--- src/rtl/rssirq_defs.vh ---
//==================================================================
// Contract
// - receive mode is active when chip operating mode equals binary 011.
// - IF gain selects -13.5 to 0 dB in 4.5 dB steps, reset 0 dB.
// - one polyphase enable bit switches low-pass versus complex polyphase filtering.
// - reported signal strength has a 0.5 dB least significant step.
// - in on-off keying, sample I and Q sixteen times per IF2 period; the code takes the sample period from the deviation register in both modes.
// - in frequency-shift keying, sample sixteen times per deviation period.
// - strength result is the mean of the latest sixteen samples.
// - readable strength refreshes sixteen times per deviation or IF2 period.
// - strength above threshold raises the strength interrupt status.
// - status clears only by writing one; writing zero leaves it.
// - two routing bits steer the strength interrupt to pin a or b.
//==================================================================
`ifndef RSSIRQ_DEFS_VH
`define RSSIRQ_DEFS_VH

// register offsets
`define RSSIRQ_A_MODE      4'h0
`define RSSIRQ_A_RXCFG     4'h1
`define RSSIRQ_A_DEV       4'h2
`define RSSIRQ_A_THRESH    4'h3
`define RSSIRQ_A_ROUTE     4'h4
`define RSSIRQ_A_STRENGTH  4'h5
`define RSSIRQ_A_STATUS    4'h6
`define RSSIRQ_A_CLEAR     4'h7
`define RSSIRQ_A_ENABLE    4'h8

// field positions
`define RSSIRQ_MODE_W       3
`define RSSIRQ_MODE_RX      3'h3
`define RSSIRQ_GAIN_LSB     0
`define RSSIRQ_POLY_BIT     2
`define RSSIRQ_OOK_BIT      3
`define RSSIRQ_CENTER_LSB   4
`define RSSIRQ_ROUTE_A_BIT  0
`define RSSIRQ_ROUTE_B_BIT  1
`define RSSIRQ_ST_STRENGTH  0
`define RSSIRQ_ST_RXENTRY   1

// reset values
`define RSSIRQ_MODE_RST     3'h0
`define RSSIRQ_RXCFG_RST    8'h00
`define RSSIRQ_DEV_RST      8'h03
`define RSSIRQ_THRESH_RST   8'hFF

// sample timing: deviation/16 = fxtal/(32*(1+dev)), in CLOCK cycles
`define RSSIRQ_SMP_BASE     16'h0020
`define RSSIRQ_NSAMPLES     16
`define RSSIRQ_AVG_SHIFT    4

`endif

--- src/rtl/rssirq_win_mem.v ---
`timescale 1ns/100ps
//==================================================================
// sixteen-entry sample store, registered read
module rssirq_win_mem (
    input  wire       CLOCK,
    input  wire       NRST,
    input  wire       wr_en,
    input  wire [3:0] wr_addr,
    input  wire [7:0] wr_data,
    input  wire [3:0] rd_addr,
    output reg  [7:0] rd_data_ff
);
    reg [7:0] mem [0:15];

    always @(posedge CLOCK) begin
        if (wr_en) begin
            mem[wr_addr] <= wr_data;
        end
    end

    always @(posedge CLOCK or negedge NRST) begin
        if (!NRST) begin
            rd_data_ff <= 8'h00;
        end else begin
            rd_data_ff <= mem[rd_addr];
        end
    end
endmodule // rssirq_win_mem

--- src/rtl/rssirq_sync.v ---
`timescale 1ns/100ps
//==================================================================
// two-stage synchroniser for pin buses
module rssirq_sync #(
    parameter W = 8
) (
    input  wire         CLOCK,
    input  wire         NRST,
    input  wire [W-1:0] d,
    output reg  [W-1:0] q_ff
);
    reg [W-1:0] meta_ff;

    always @(posedge CLOCK or negedge NRST) begin
        if (!NRST) begin
            meta_ff <= {W{1'b0}};
            q_ff    <= {W{1'b0}};
        end else begin
            meta_ff <= d;
            q_ff    <= meta_ff;
        end
    end
endmodule // rssirq_sync

--- src/rtl/rssirq_top.v ---
// The address-and-strobe port and the register addresses were chosen for this implementation.
`timescale 1ns/100ps
`include "rssirq_defs.vh"
//==================================================================
module rssirq_top (
    input  wire       CLOCK,
    input  wire       NRST,
    input  wire [3:0] ADDR,
    input  wire [7:0] WDATA,
    input  wire       WR,
    input  wire       RD,
    output reg  [7:0] RDATA,
    input  wire [7:0] I_LEVEL,
    input  wire [7:0] Q_LEVEL,
    output reg        RX_MODE,
    output reg  [1:0] IF_GAIN,
    output reg        POLY_EN,
    output reg  [2:0] POLY_CENTER,
    output reg        SAMPLE_STROBE,
    output reg        PIN_A,
    output reg        PIN_B,
    output reg        IRQ
);
    //==============================================================
    // registers
    reg  [2:0]  mode_ff;
    reg  [7:0]  rxcfg_ff;
    reg  [7:0]  dev_ff;
    reg  [7:0]  thresh_ff;
    reg  [1:0]  route_ff;
    reg  [1:0]  status_ff;
    reg  [1:0]  enable_ff;
    reg  [7:0]  strength_ff;
    reg  [15:0] div_cnt_ff;
    reg         smp_ff;
    reg  [3:0]  wptr_ff;
    reg  [11:0] sum_ff;
    reg         upd_ff;
    reg         prev_rx_ff;
    reg         fill_ff;
    wire [7:0]  i_s;
    wire [7:0]  q_s;
    wire [7:0]  old_smp;
    reg  [7:0]  mag;
    reg  [11:0] nxt_sum;
    reg  [1:0]  nxt_status;
    reg  [15:0] period;

    wire wr_mode   = WR && (ADDR == `RSSIRQ_A_MODE);
    wire wr_clear  = WR && (ADDR == `RSSIRQ_A_CLEAR);
    wire rx_active = (mode_ff == `RSSIRQ_MODE_RX);

    // |x-128|: I/Q arrive offset-binary around mid-scale
    function [7:0] absdev;
        input [7:0] v;
        begin
            absdev = v[7] ? {1'b0, v[6:0]} : (8'h80 - v);
        end
    endfunction

    rssirq_sync #(.W(8)) u_sync_i (
        .CLOCK (CLOCK),
        .NRST  (NRST),
        .d     (I_LEVEL),
        .q_ff  (i_s)
    );

    rssirq_sync #(.W(8)) u_sync_q (
        .CLOCK (CLOCK),
        .NRST  (NRST),
        .d     (Q_LEVEL),
        .q_ff  (q_s)
    );

    //==============================================================
    // register writes
    always @(posedge CLOCK or negedge NRST) begin
        if (!NRST) begin
            mode_ff   <= `RSSIRQ_MODE_RST;
            rxcfg_ff  <= `RSSIRQ_RXCFG_RST;
            dev_ff    <= `RSSIRQ_DEV_RST;
            thresh_ff <= `RSSIRQ_THRESH_RST;
            route_ff  <= 2'h0;
            enable_ff <= 2'h0;
        end else if (WR) begin
            case (ADDR)
                `RSSIRQ_A_MODE:   mode_ff   <= WDATA[2:0];
                `RSSIRQ_A_RXCFG:  rxcfg_ff  <= WDATA;
                `RSSIRQ_A_DEV:    dev_ff    <= WDATA;
                `RSSIRQ_A_THRESH: thresh_ff <= WDATA;
                `RSSIRQ_A_ROUTE:  route_ff  <= WDATA[1:0];
                `RSSIRQ_A_ENABLE: enable_ff <= WDATA[1:0];
                default:          mode_ff   <= mode_ff;
            endcase
        end
    end

    //==============================================================
    // sample timer: 16 samples per deviation (fsk) or IF2 (ook) period
    // ook relies on the host loading the deviation with IF2's code
    always @* begin
        period = `RSSIRQ_SMP_BASE * ({8'h00, dev_ff} + 16'h0001) - 16'h0001;
    end

    always @(posedge CLOCK or negedge NRST) begin
        if (!NRST) begin
            div_cnt_ff <= 16'h0000;
            smp_ff     <= 1'b0;
        end else if (!rx_active) begin
            div_cnt_ff <= 16'h0000;
            smp_ff     <= 1'b0;
        end else if (div_cnt_ff >= period) begin
            div_cnt_ff <= 16'h0000;
            smp_ff     <= 1'b1;
        end else begin
            div_cnt_ff <= div_cnt_ff + 16'h0001;
            smp_ff     <= 1'b0;
        end
    end

    //==============================================================
    // sliding 16-sample mean; old sample read one cycle ahead
    always @* begin
        mag = (absdev(i_s) > absdev(q_s)) ? absdev(i_s) : absdev(q_s);
        nxt_sum = sum_ff + {4'h0, mag} - (fill_ff ? {4'h0, old_smp} : 12'h000);
    end

    rssirq_win_mem u_win (
        .CLOCK      (CLOCK),
        .NRST       (NRST),
        .wr_en      (smp_ff),
        .wr_addr    (wptr_ff),
        .wr_data    (mag),
        .rd_addr    (wptr_ff),
        .rd_data_ff (old_smp)
    );

    always @(posedge CLOCK or negedge NRST) begin
        if (!NRST) begin
            wptr_ff     <= 4'h0;
            sum_ff      <= 12'h000;
            fill_ff     <= 1'b0;
            strength_ff <= 8'h00;
            upd_ff      <= 1'b0;
        end else if (!rx_active) begin
            wptr_ff <= 4'h0;
            sum_ff  <= 12'h000;
            fill_ff <= 1'b0;
            upd_ff  <= 1'b0;
        end else if (smp_ff) begin
            wptr_ff     <= wptr_ff + 4'h1;
            sum_ff      <= nxt_sum;
            if (wptr_ff == 4'hF) begin
                fill_ff <= 1'b1;
            end
            // mean in 0.5 dB counts
            strength_ff <= nxt_sum[11:4];
            upd_ff      <= 1'b1;
        end else begin
            upd_ff <= 1'b0;
        end
    end

    //==============================================================
    // status: set wins over clear; flag sticks regardless of level
    always @* begin
        nxt_status = status_ff;
        if (wr_clear) begin
            nxt_status = status_ff & ~WDATA[1:0];
        end
        if (upd_ff && (strength_ff > thresh_ff)) begin
            nxt_status[`RSSIRQ_ST_STRENGTH] = 1'b1;
        end
        if (rx_active && !prev_rx_ff) begin
            nxt_status[`RSSIRQ_ST_RXENTRY] = 1'b1;
        end
    end

    always @(posedge CLOCK or negedge NRST) begin
        if (!NRST) begin
            status_ff  <= 2'h0;
            prev_rx_ff <= 1'b0;
        end else begin
            status_ff  <= nxt_status;
            prev_rx_ff <= rx_active;
        end
    end

    //==============================================================
    // outputs and read port
    always @(posedge CLOCK or negedge NRST) begin
        if (!NRST) begin
            RDATA         <= 8'h00;
            RX_MODE       <= 1'b0;
            IF_GAIN       <= 2'h0;
            POLY_EN       <= 1'b0;
            POLY_CENTER   <= 3'h0;
            SAMPLE_STROBE <= 1'b0;
            PIN_A         <= 1'b0;
            PIN_B         <= 1'b0;
            IRQ           <= 1'b0;
        end else begin
            RX_MODE       <= rx_active;
            IF_GAIN       <= rxcfg_ff[`RSSIRQ_GAIN_LSB+1:`RSSIRQ_GAIN_LSB];
            POLY_EN       <= rxcfg_ff[`RSSIRQ_POLY_BIT];
            POLY_CENTER   <= rxcfg_ff[`RSSIRQ_CENTER_LSB+2:`RSSIRQ_CENTER_LSB];
            SAMPLE_STROBE <= smp_ff;
            PIN_A <= route_ff[`RSSIRQ_ROUTE_A_BIT] & nxt_status[`RSSIRQ_ST_STRENGTH];
            PIN_B <= route_ff[`RSSIRQ_ROUTE_B_BIT] & nxt_status[`RSSIRQ_ST_STRENGTH];
            IRQ   <= |(nxt_status & enable_ff);
            if (RD) begin
                case (ADDR)
                    `RSSIRQ_A_MODE:     RDATA <= {5'h00, mode_ff};
                    `RSSIRQ_A_RXCFG:    RDATA <= rxcfg_ff;
                    `RSSIRQ_A_DEV:      RDATA <= dev_ff;
                    `RSSIRQ_A_THRESH:   RDATA <= thresh_ff;
                    `RSSIRQ_A_ROUTE:    RDATA <= {6'h00, route_ff};
                    `RSSIRQ_A_STRENGTH: RDATA <= strength_ff;
                    `RSSIRQ_A_STATUS:   RDATA <= {6'h00, status_ff};
                    `RSSIRQ_A_ENABLE:   RDATA <= {6'h00, enable_ff};
                    default:            RDATA <= 8'h00;
                endcase
            end else begin
                RDATA <= 8'h00;
            end
        end
    end

    // unused: bit 3 of rx config reserved, mode write pulse; rx entry is detected from prev_rx_ff
    wire unused_ok = wr_mode & rxcfg_ff[`RSSIRQ_OOK_BIT];
endmodule // rssirq_top

--- config.mk ---
export PLATFORM = sky130hd
export DESIGN_NAME = rssirq_top
export DESIGN_NICKNAME = d
export VERILOG_FILES = /design/src/rtl/rssirq_win_mem.v /design/src/rtl/rssirq_sync.v /design/src/rtl/rssirq_top.v
export VERILOG_INCLUDE_DIRS = /design/src /design/src/rtl
export SDC_FILE = /design/constraint.sdc
export NUM_CORES = 1
export LEC_CHECK = 0
export BUFFER_PORTS_ARGS = -buffer_cell sky130_fd_sc_hd__buf_4
export CORE_MARGIN = 1.5
export CORE_UTILIZATION = 65
export DETAILED_ROUTE_END_ITERATION = 16
export PLACE_DENSITY = 0.82
export SYNTH_ARGS = -nofsm -noshare
export SYNTH_HDL_FRONTEND = slang
export SYNTH_SLANG_ARGS = --single-unit
--- constraint.sdc ---
create_clock -name CLOCK -period 9.45 [get_ports CLOCK]
set_clock_uncertainty 0.15 [all_clocks]
set_input_delay 1.89 -clock CLOCK [delete_from_list [all_inputs] [get_ports CLOCK]]
set_output_delay 1.89 -clock CLOCK [all_outputs]
set_load 0.02 [all_outputs]
==> metrics.md, run 1 <==
| Metric | Value |
|---|---|
| 1st-iter DRT viols | `503` |
| Largest register by flop count | `u_win.mem` |
| Die H | `139 um` |
| Synth top area share | `0.318` |
| Vias per std cell | `6.10` |
| CP Launch Type | `flop` |
| Net Sw Frac | `0.254` |
| Layout area overhead | `12.5%` |
| Register area | `0.00724 mm^2` |
| CTS sink cnt | `263` |
| CTS hold repair buffers | `0` |
| Root Driver | `clkbuf_16` |
| I/O Buffers | `50` |
| N_diodes | `0` |
| Final Critical Period | `6160 ps` |
| Mapped Cells | `886` |
| Most numerous cell in the Yosys netlist | `edfxtp_1` |
| Ys async rst share | `0.513` |
| Post-route ant nets | `0` |
| Top routing layer used | `met4` |
| Required @ worst endpoint | `9760 ps` |
| Post-synthesis cell type count | `61` |
| Worst-Skew Late Latency | `550 ps` |
| Fin. Hold Viols | `0` |
| DIE WIDTH | `139 um` |
| Cts repair resizes | `0` |
| DP Wirelength | `15.8 mm` |
| Cell Int Power | `0.00210 W` |
| Filler Cells Inserted | `1138` |
| Logic gate share of total power | `0.139` |
| Total GRT Usage | `0.260` |
| CP endpoint kind | `flop` |
| Post-Place Setup Slack | `3410 ps` |
| Crit-path cells | `inv_1 -> ha_1 -> mux2_2 -> ha_1 -> nor2b_1 -> o21a_1 -> o211ai_1 -> a2111oi_4 -> o21bai_2 -> mux2i_1 -> fa_1 -> ha_1 -> o21ai_0 -> a21oi_1 -> nand4_1 -> mux2i_1 -> o31ai_1 -> mux2i_1` |
| Final WS setup | `3290 ps` |
| Setup violators final | `0` |
| Leak | `5.44 nW` |
| Share of cells above drive strength 1 | `0.190` |
| R2R Path Start | `u_sync_i.q_ff[0]` |
| Placement row count | `49` |
| Final Wtd Congestion | `0.870` |
| M1 WL | `10.1 mm` |
| Reg power frac | `0.471` |
| Die area | `0.0194 mm^2` |
| Met2 routed WL | `12.3 mm` |
| Mean Syn Cell Area | `13.6 um^2` |
| Cts bufs inserted | `27` |
| Seq/Total Area, Yosys | `0.599` |
| Most instantiated cells after synthesis | `128 x edfxtp_1, 125 x dfrtp_1, 71 x nand2_1` |
| Slew Limit Headroom | `0.139` |
| RSZ-0062 raised after global routing | `no` |
| Ys flop type | `edfxtp_1` |
| CP Data Arrival Time | `6470 ps` |
| P_sw | `0.000717 W` |
| Multi-input gate area | `0.00450 mm^2` |
| Routed wl met3 | `1.07 mm` |
| CP bufs+invs | `1` |
| Critical path type | `reg -> reg` |
| Synth Warn # | `0` |
| First-pass GRT wire length | `39.1 mm` |
| Initial antenna violation count | `0` |
| Mapped cell area | `0.0121 mm^2` |
| Critical Path Start | `u_sync_i.q_ff[0]` |
| Vias in the first global route | `7267` |
| Core Region | `0.0181 mm^2` |
| HP Start | `u_sync_q.meta_ff[7]` |
| Synth area leader | `edfxtp_1` |
| Vias | `7264` |
| Starting Density | `0.667` |
| Failing checks | `design-rule violations` |
| Setup TNS | `0 ps` |
| Num ports | `51` |
| Max reg flops | `128` |
| WL/cell | `20.6 um` |
| Count of pins over their slew limit | `0` |
| Final Util | `0.751` |
| R2R Setup Slk | `3290 ps` |
| Top post-synthesis cells by area | `edfxtp_1 32%, dfrtp_1 26%, mux4_2 7.6%` |
| Clock network power share | `0.390` |
| Delay-heaviest family, CP | `compound AO/OA/AOI/OAI gates` |
| Worst-path fanout max | `17` |
| Crit-path slowest cell | `mux2i_1` |
| Top flop regs | `u_win.mem (128), div_cnt_ff (16), sum_ff (12)` |
| IR Drop Worst-Case VDD | `200 uV` |
| CTS tree | `done` |
| Fmax | `162 MHz` |
| Setup Fix Bufs, Post-CTS | `0` |
| Status | `finished with violations` |
| Max incr delay on CP | `1080 ps` |
| Final net count | `1026` |
| Syn Nets | `972` |
| Drt total wl | `24.5 mm` |
| Drc violations | `6` |
| First drt pass iteration count | `11` |
| Pin count of the biggest net entering global routing | `71` |
| Max-Cap Viols | `0` |
| CTS max path bufs | `3` |
| Number of synthesized register bits | `263` |
| EDFF count, synth | `128` |
| Power Dens Cells | `208 mW/mm^2` |
| Actual slew at the worst max-slew pin | `1260 ps` |
| Reg clk slew, reported paths | `60 ps` |
| Hold Crit Class | `reg -> reg` |
| H-tree Lvls | `1` |
| Final period util | `0.652` |
| Grt ovf | `0` |
[power groups by stage]
| stage | clock, W | sequential [W] | combinational, W |
|---|---|---|---|
| global route | 0.00116 | 0.00134 | 0.000436 |
| global placement | 0 | 0.00135 | 0.000378 |
| floorplan | 0 | 0.00135 | 0.000269 |
| finish | 0.00110 | 0.00133 | 0.000393 |
| CTS | 0.00111 | 0.00133 | 0.000394 |
| detailed placement | 0 | 0.00135 | 0.000389 |
[logic make-up (layout without fill, tap and decap cells)]
kind of cell               count (synthesis)  after routing  synth area share
xor gates and xnor gates                  40             40            0.0290
muxes                                     97             97             0.126
adders and majority gates                 54             54            0.0609
AOI/OAI and AO/OA                        114            114            0.0658
and+or+nand+nor                          232            232            0.0910
buffers and inverters                     86            161            0.0277
DFF                                      263            263             0.599
[per-stage QoR]
| step | hold WS (ps) | std cells | power [W] | area (um^2) |
|---|---|---|---|---|
| 3_5_place_dp | 186 | 1140 | 0.00174 | 12700 |
| 3_3_place_gp | 183 | 1140 | 0.00173 | 12700 |
| 5_1_grt | 201 | 1190 | 0.00293 | 13600 |
| 2_1_floorplan | 181 | 886 | 0.00162 | 12100 |
| 4_1_cts | 199 | 1190 | 0.00284 | 13600 |
| 6_report | 197 | 1190 | 0.00282 | 13600 |
[layout by cell type, fill, tap and decap left out, drive strengths merged, types with 16 or more instances in the layout]
| cell | Yosys | layout |
|---|---|---|
| edfxtp | 128 | 128 |
| buf | 10 | 55 |
| o21ai | 29 | 29 |
| xnor2 | 20 | 20 |
| mux2 | 26 | 26 |
| and2 | 26 | 26 |
| nand3 | 16 | 16 |
| inv | 56 | 58 |
| nor2 | 69 | 69 |
| mux4 | 41 | 41 |
| a21oi | 22 | 22 |
| nand2 | 71 | 71 |
| dfrtp | 125 | 125 |
| ha | 46 | 46 |
| xor2 | 20 | 20 |
| clkbuf | 20 | 35 |
| mux2i | 30 | 30 |
[final timing paths]
kind	to	cells after the start
max in group asynchronous	dev_ff[5]	2
hold reg to reg	u_sync_q.q_ff[7]	0
hold / removal	u_sync_q.q_ff[7]	0
setup / recovery	sum_ff[11]	18
setup reg to reg	sum_ff[11]	18
min in group asynchronous	div_cnt_ff[13]	1
[worst register-to-register path, stage by stage (launching register included)]
cell and delay (ps):
dfrtp_1 370, inv_1 90, ha_1 300, mux2_2 290, ha_1 340, nor2b_1 150, o21a_1 160, o211ai_1 240
a2111oi_4 120, o21bai_2 660, mux2i_1 1090, fa_1 580, ha_1 350, o21ai_0 90, a21oi_1 270, nand4_1 170
mux2i_1 150, o31ai_1 300, mux2i_1 210
[layout make-up]
| type | count | area share |
|---|---|---|
| flip-flops and latches | 263 | 0.533 |
| multi-input cells | 537 | 0.332 |
| clock buffers | 35 | 0.0534 |
| repair buffers | 55 | 0.0307 |
| well taps | 229 | 0.0211 |
| inverters | 56 | 0.0155 |
| clock inverters | 15 | 0.0151 |
[per-layer routing]
metal | vias up | GRT usage
li1 | 3334 | -
met1 | 3638 | 0.343
met2 | 229 | 0.447
met3 | 63 | 0.0320
met4 | 0 | 0.100
met5 | - | 0
(Power assumes the default switching activity.)
==> run 2: changes to the inputs <==
- CORE_UTILIZATION: 65 -> 62
- PLACE_DENSITY: 0.82 -> 0.79
- clock period: 9.45 -> 6.2 ns (I/O delays scaled with it)
==> run 2 against run 1 <==
  * The flow now finishes without violations
  * Clock-buffer cell count unchanged
  * Fmax up 12%
  * Via count down 1.5%
  * Combinational power up 55%
  * Cell count up 2.9%
  * Hold slack better by 1.3 ps
  * Worst setup slack worse by 2600 ps
==> metrics.md, run 2 (synthesis gave the netlist of run 1 again) <==
| Metric | Value |
|---|---|
| CTS tree | `done` |
| Required @ worst endpoint | `6440 ps (-3320 ps)` |
| Num ports | `51 (unchanged)` |
| Final Wtd Congestion | `0.837 (-3.8%)` |
| Setup violators final | `0 (unchanged)` |
| Clock network power share | `0.355 (-0.035)` |
| Max-Cap Viols | `0 (unchanged)` |
| Drc violations | `0 (-6)` |
| CP endpoint kind | `flop` |
| Reg2Reg Capture Point | `strength_ff[6]` |
| Vias | `7153 (-1.5%)` |
| Worst-path fanout max | `12 (-5)` |
| 1st-iter DRT viols | `445 (-12%)` |
| Max reg flops | `128 (unchanged)` |
| Vias in the first global route | `7231 (-0.50%)` |
| Final net count | `1030 (+0.39%)` |
| Post-Place Setup Slack | `751 ps (-2660 ps)` |
| Status | `finished, final reports clean` |
| Hold depth | `0 (unchanged)` |
| Cts bufs inserted | `26 (-3.7%)` |
| Critical path type | `reg -> reg` |
| Reg clk slew, reported paths | `60 ps (about the same)` |
| R2R Setup Slk | `680 ps (-2600 ps)` |
| Max incr delay on CP | `630 ps (-450 ps)` |
| Post-route ant nets | `0 (unchanged)` |
| First-pass GRT wire length | `37.2 mm (-4.9%)` |
| Die area | `0.0203 mm^2 (+4.7%)` |
| IR Drop Worst-Case VDD | `276 uV (+38%)` |
| H-tree Lvls | `1 (unchanged)` |
| CTS max path bufs | `3 (unchanged)` |
| Actual slew at the worst max-slew pin | `1280 ps (+21.4 ps)` |
| Die H | `143 um (+2.3%)` |
| Placement row count | `50 (+2.0%)` |
| RSZ-0062 raised after global routing | `no` |
| N_diodes | `0 (unchanged)` |
| Power Dens Cells | `302 mW/mm^2 (+45%)` |
| Root Driver | `clkbuf_16` |
| Most common cell after layout, fill and taps aside | `edfxtp_1` |
| Pin count of the biggest net entering global routing | `81 (+14%)` |
| Delay-heaviest family, CP | `compound AO/OA/AOI/OAI gates` |
| Final WS setup | `685 ps (-2600 ps)` |
| HP Start | `u_sync_i.meta_ff[3]` |
| Vias per std cell | `5.84 (-4.3%)` |
| Placed cell area | `0.0127 mm^2 (+0.60%)` |
| DP Wirelength | `15.6 mm (-1.5%)` |
| First drt pass iteration count | `5 (-6)` |
| Post-Layout Inst Area | `0.0135 mm^2 (-0.50%)` |
| WL/cell | `18.9 um (-8.1%)` |
| Most frequent cells in the layout | `128 x edfxtp_1, 124 x dfrtp_1, 71 x nand2_1` |
| Hold Crit Class | `reg -> reg` |
| Filler Cells Inserted | `1283 (+13%)` |
| Worst Hold End | `u_sync_i.q_ff[3]` |
| Slew Limit Headroom | `0.124 (-0.0146)` |
| R2R Path Start | `u_sync_i.q_ff[0]` |
| Final period util | `0.890 (+0.238)` |
| Final Critical Period | `5520 ps (-646 ps)` |
| Core Region | `0.0189 mm^2 (+4.5%)` |
| Reg power frac | `0.496 (+0.025)` |
| Worst-Skew Late Latency | `540 ps (about the same)` |
| Initial antenna violation count | `0 (unchanged)` |
| I/O Buffers | `50 (unchanged)` |
| Cell Int Power | `0.00304 W (+44%)` |
| Fmax | `181 MHz (+12%)` |
| Starting Density | `0.639 (-0.0285)` |
| Fin. Hold Viols | `0 (unchanged)` |
| Crit-path slowest cell | `o21bai_2` |
| Grt ovf | `0 (unchanged)` |
| Total GRT Usage | `0.238 (-0.0216)` |
| Share of cells above drive strength 1 | `0.186 (-0.00474)` |
| Leak | `5.40 nW (-0.77%)` |
| CP bufs+invs | `2 (+1)` |
| Layout area overhead | `12.0%` |
| Top flop regs | `u_win.mem (128), div_cnt_ff (16), sum_ff (12)` |
| Net Sw Frac | `0.256 (+0.00164)` |
| Setup TNS | `0 ps (unchanged)` |
| Count of pins over their slew limit | `0 (unchanged)` |
| P_sw | `0.00104 W (+46%)` |
| Crit-path cells | `inv_1 -> ha_1 -> mux2_2 -> ha_1 -> nor2b_1 -> o21a_1 -> o211ai_1 -> a2111oi_4 -> o21bai_2 -> mux2i_1 -> fa_1 -> inv_1 -> fa_1 -> a21o_1 -> a21oi_1 -> o31ai_1 -> a221oi_1 -> mux2i_1 -> nand2_1` |
| Setup Fix Bufs, Post-CTS | `0 (unchanged)` |
| CP Data Arrival Time | `5760 ps (-710 ps)` |
| Cts repair resizes | `0 (unchanged)` |
| CTS hold repair buffers | `0 (unchanged)` |
| CTS sink cnt | `263 (unchanged)` |
| Drt total wl | `23.1 mm (-5.4%)` |
| Largest register by flop count | `u_win.mem` |
| Reg2Reg Depth | `19 (+1)` |
| DIE WIDTH | `143 um (+2.3%)` |
| CP Launch Type | `flop` |
| Logic gate share of total power | `0.150 (+0.011)` |
==> run 2: cell types whose count changed in the layout (fill, tap and decap cells not counted), sizes merged <==
cell      before  now
clkinv         7   12
inv           58   56
clkinvlp       2    0
bufinv         4    1
buf           55   60
==> run 2: layer usage <==
layer / vias up / global-route usage / part of all wire / routed length (um)
met3: 55 / 0.0340 / 0.058 / 1330
met2: 238 / 0.409 / 0.49 / 11400
met1: 3518 / 0.309 / 0.41 / 9520
met4: 0 / 0.0917 / 0.037 / 857
li1: 3342 / - / - / -
met5: - / 0 / 0 / 0
==> run 2: worst max path at each step <==
| stage | startpoint | end | slack, ps | depth (start not counted) |
|---|---|---|---|---|
| 2_1_floorplan | u_sync_i.q_ff[0] | sum_ff[11] | 1080 | 19 |
| 3_3_place_gp | u_sync_i.q_ff[0] | strength_ff[6] | 860 | 19 |
| 3_5_place_dp | u_sync_i.q_ff[0] | sum_ff[11] | 750 | 19 |
| 4_1_cts | u_sync_i.q_ff[0] | strength_ff[6] | 680 | 19 |
| 5_1_grt | u_sync_i.q_ff[0] | strength_ff[6] | 320 | 19 |
| 6_report | u_sync_i.q_ff[0] | strength_ff[6] | 680 | 19 |
==> run 2: stage by stage <==
stage	power [W]	cells	hold WS, ps	util
2_1_floorplan	0.00246	886	181	-
3_3_place_gp	0.00264	1176	181	0.674
3_5_place_dp	0.00266	1176	185	0.674
4_1_cts	0.00411	1224	197	0.715
5_1_grt	0.00425	1224	205	0.715
6_report	0.00408	1224	198	0.715
==> run 2: cell type report <==
type,instances,area (um^2),share of cell area
clock buffers,35,694,0.0514
clock inverters,13,92.6,0.00685
inverters,56,210,0.0156
multi-input cells,537,4500,0.333
flip-flops and latches,263,7240,0.535
well taps,260,325,0.0241
repair buffers,60,454,0.0336
==> run 2: power groups by stage <==
stage,combinational [W],clock [W],sequential [W]
2_1_floorplan,0.000410,0,0.00205
3_3_place_gp,0.000588,0,0.00205
3_5_place_dp,0.000605,0,0.00206
4_1_cts,0.000612,0.00148,0.00202
5_1_grt,0.000682,0.00154,0.00203
6_report,0.000611,0.00145,0.00202
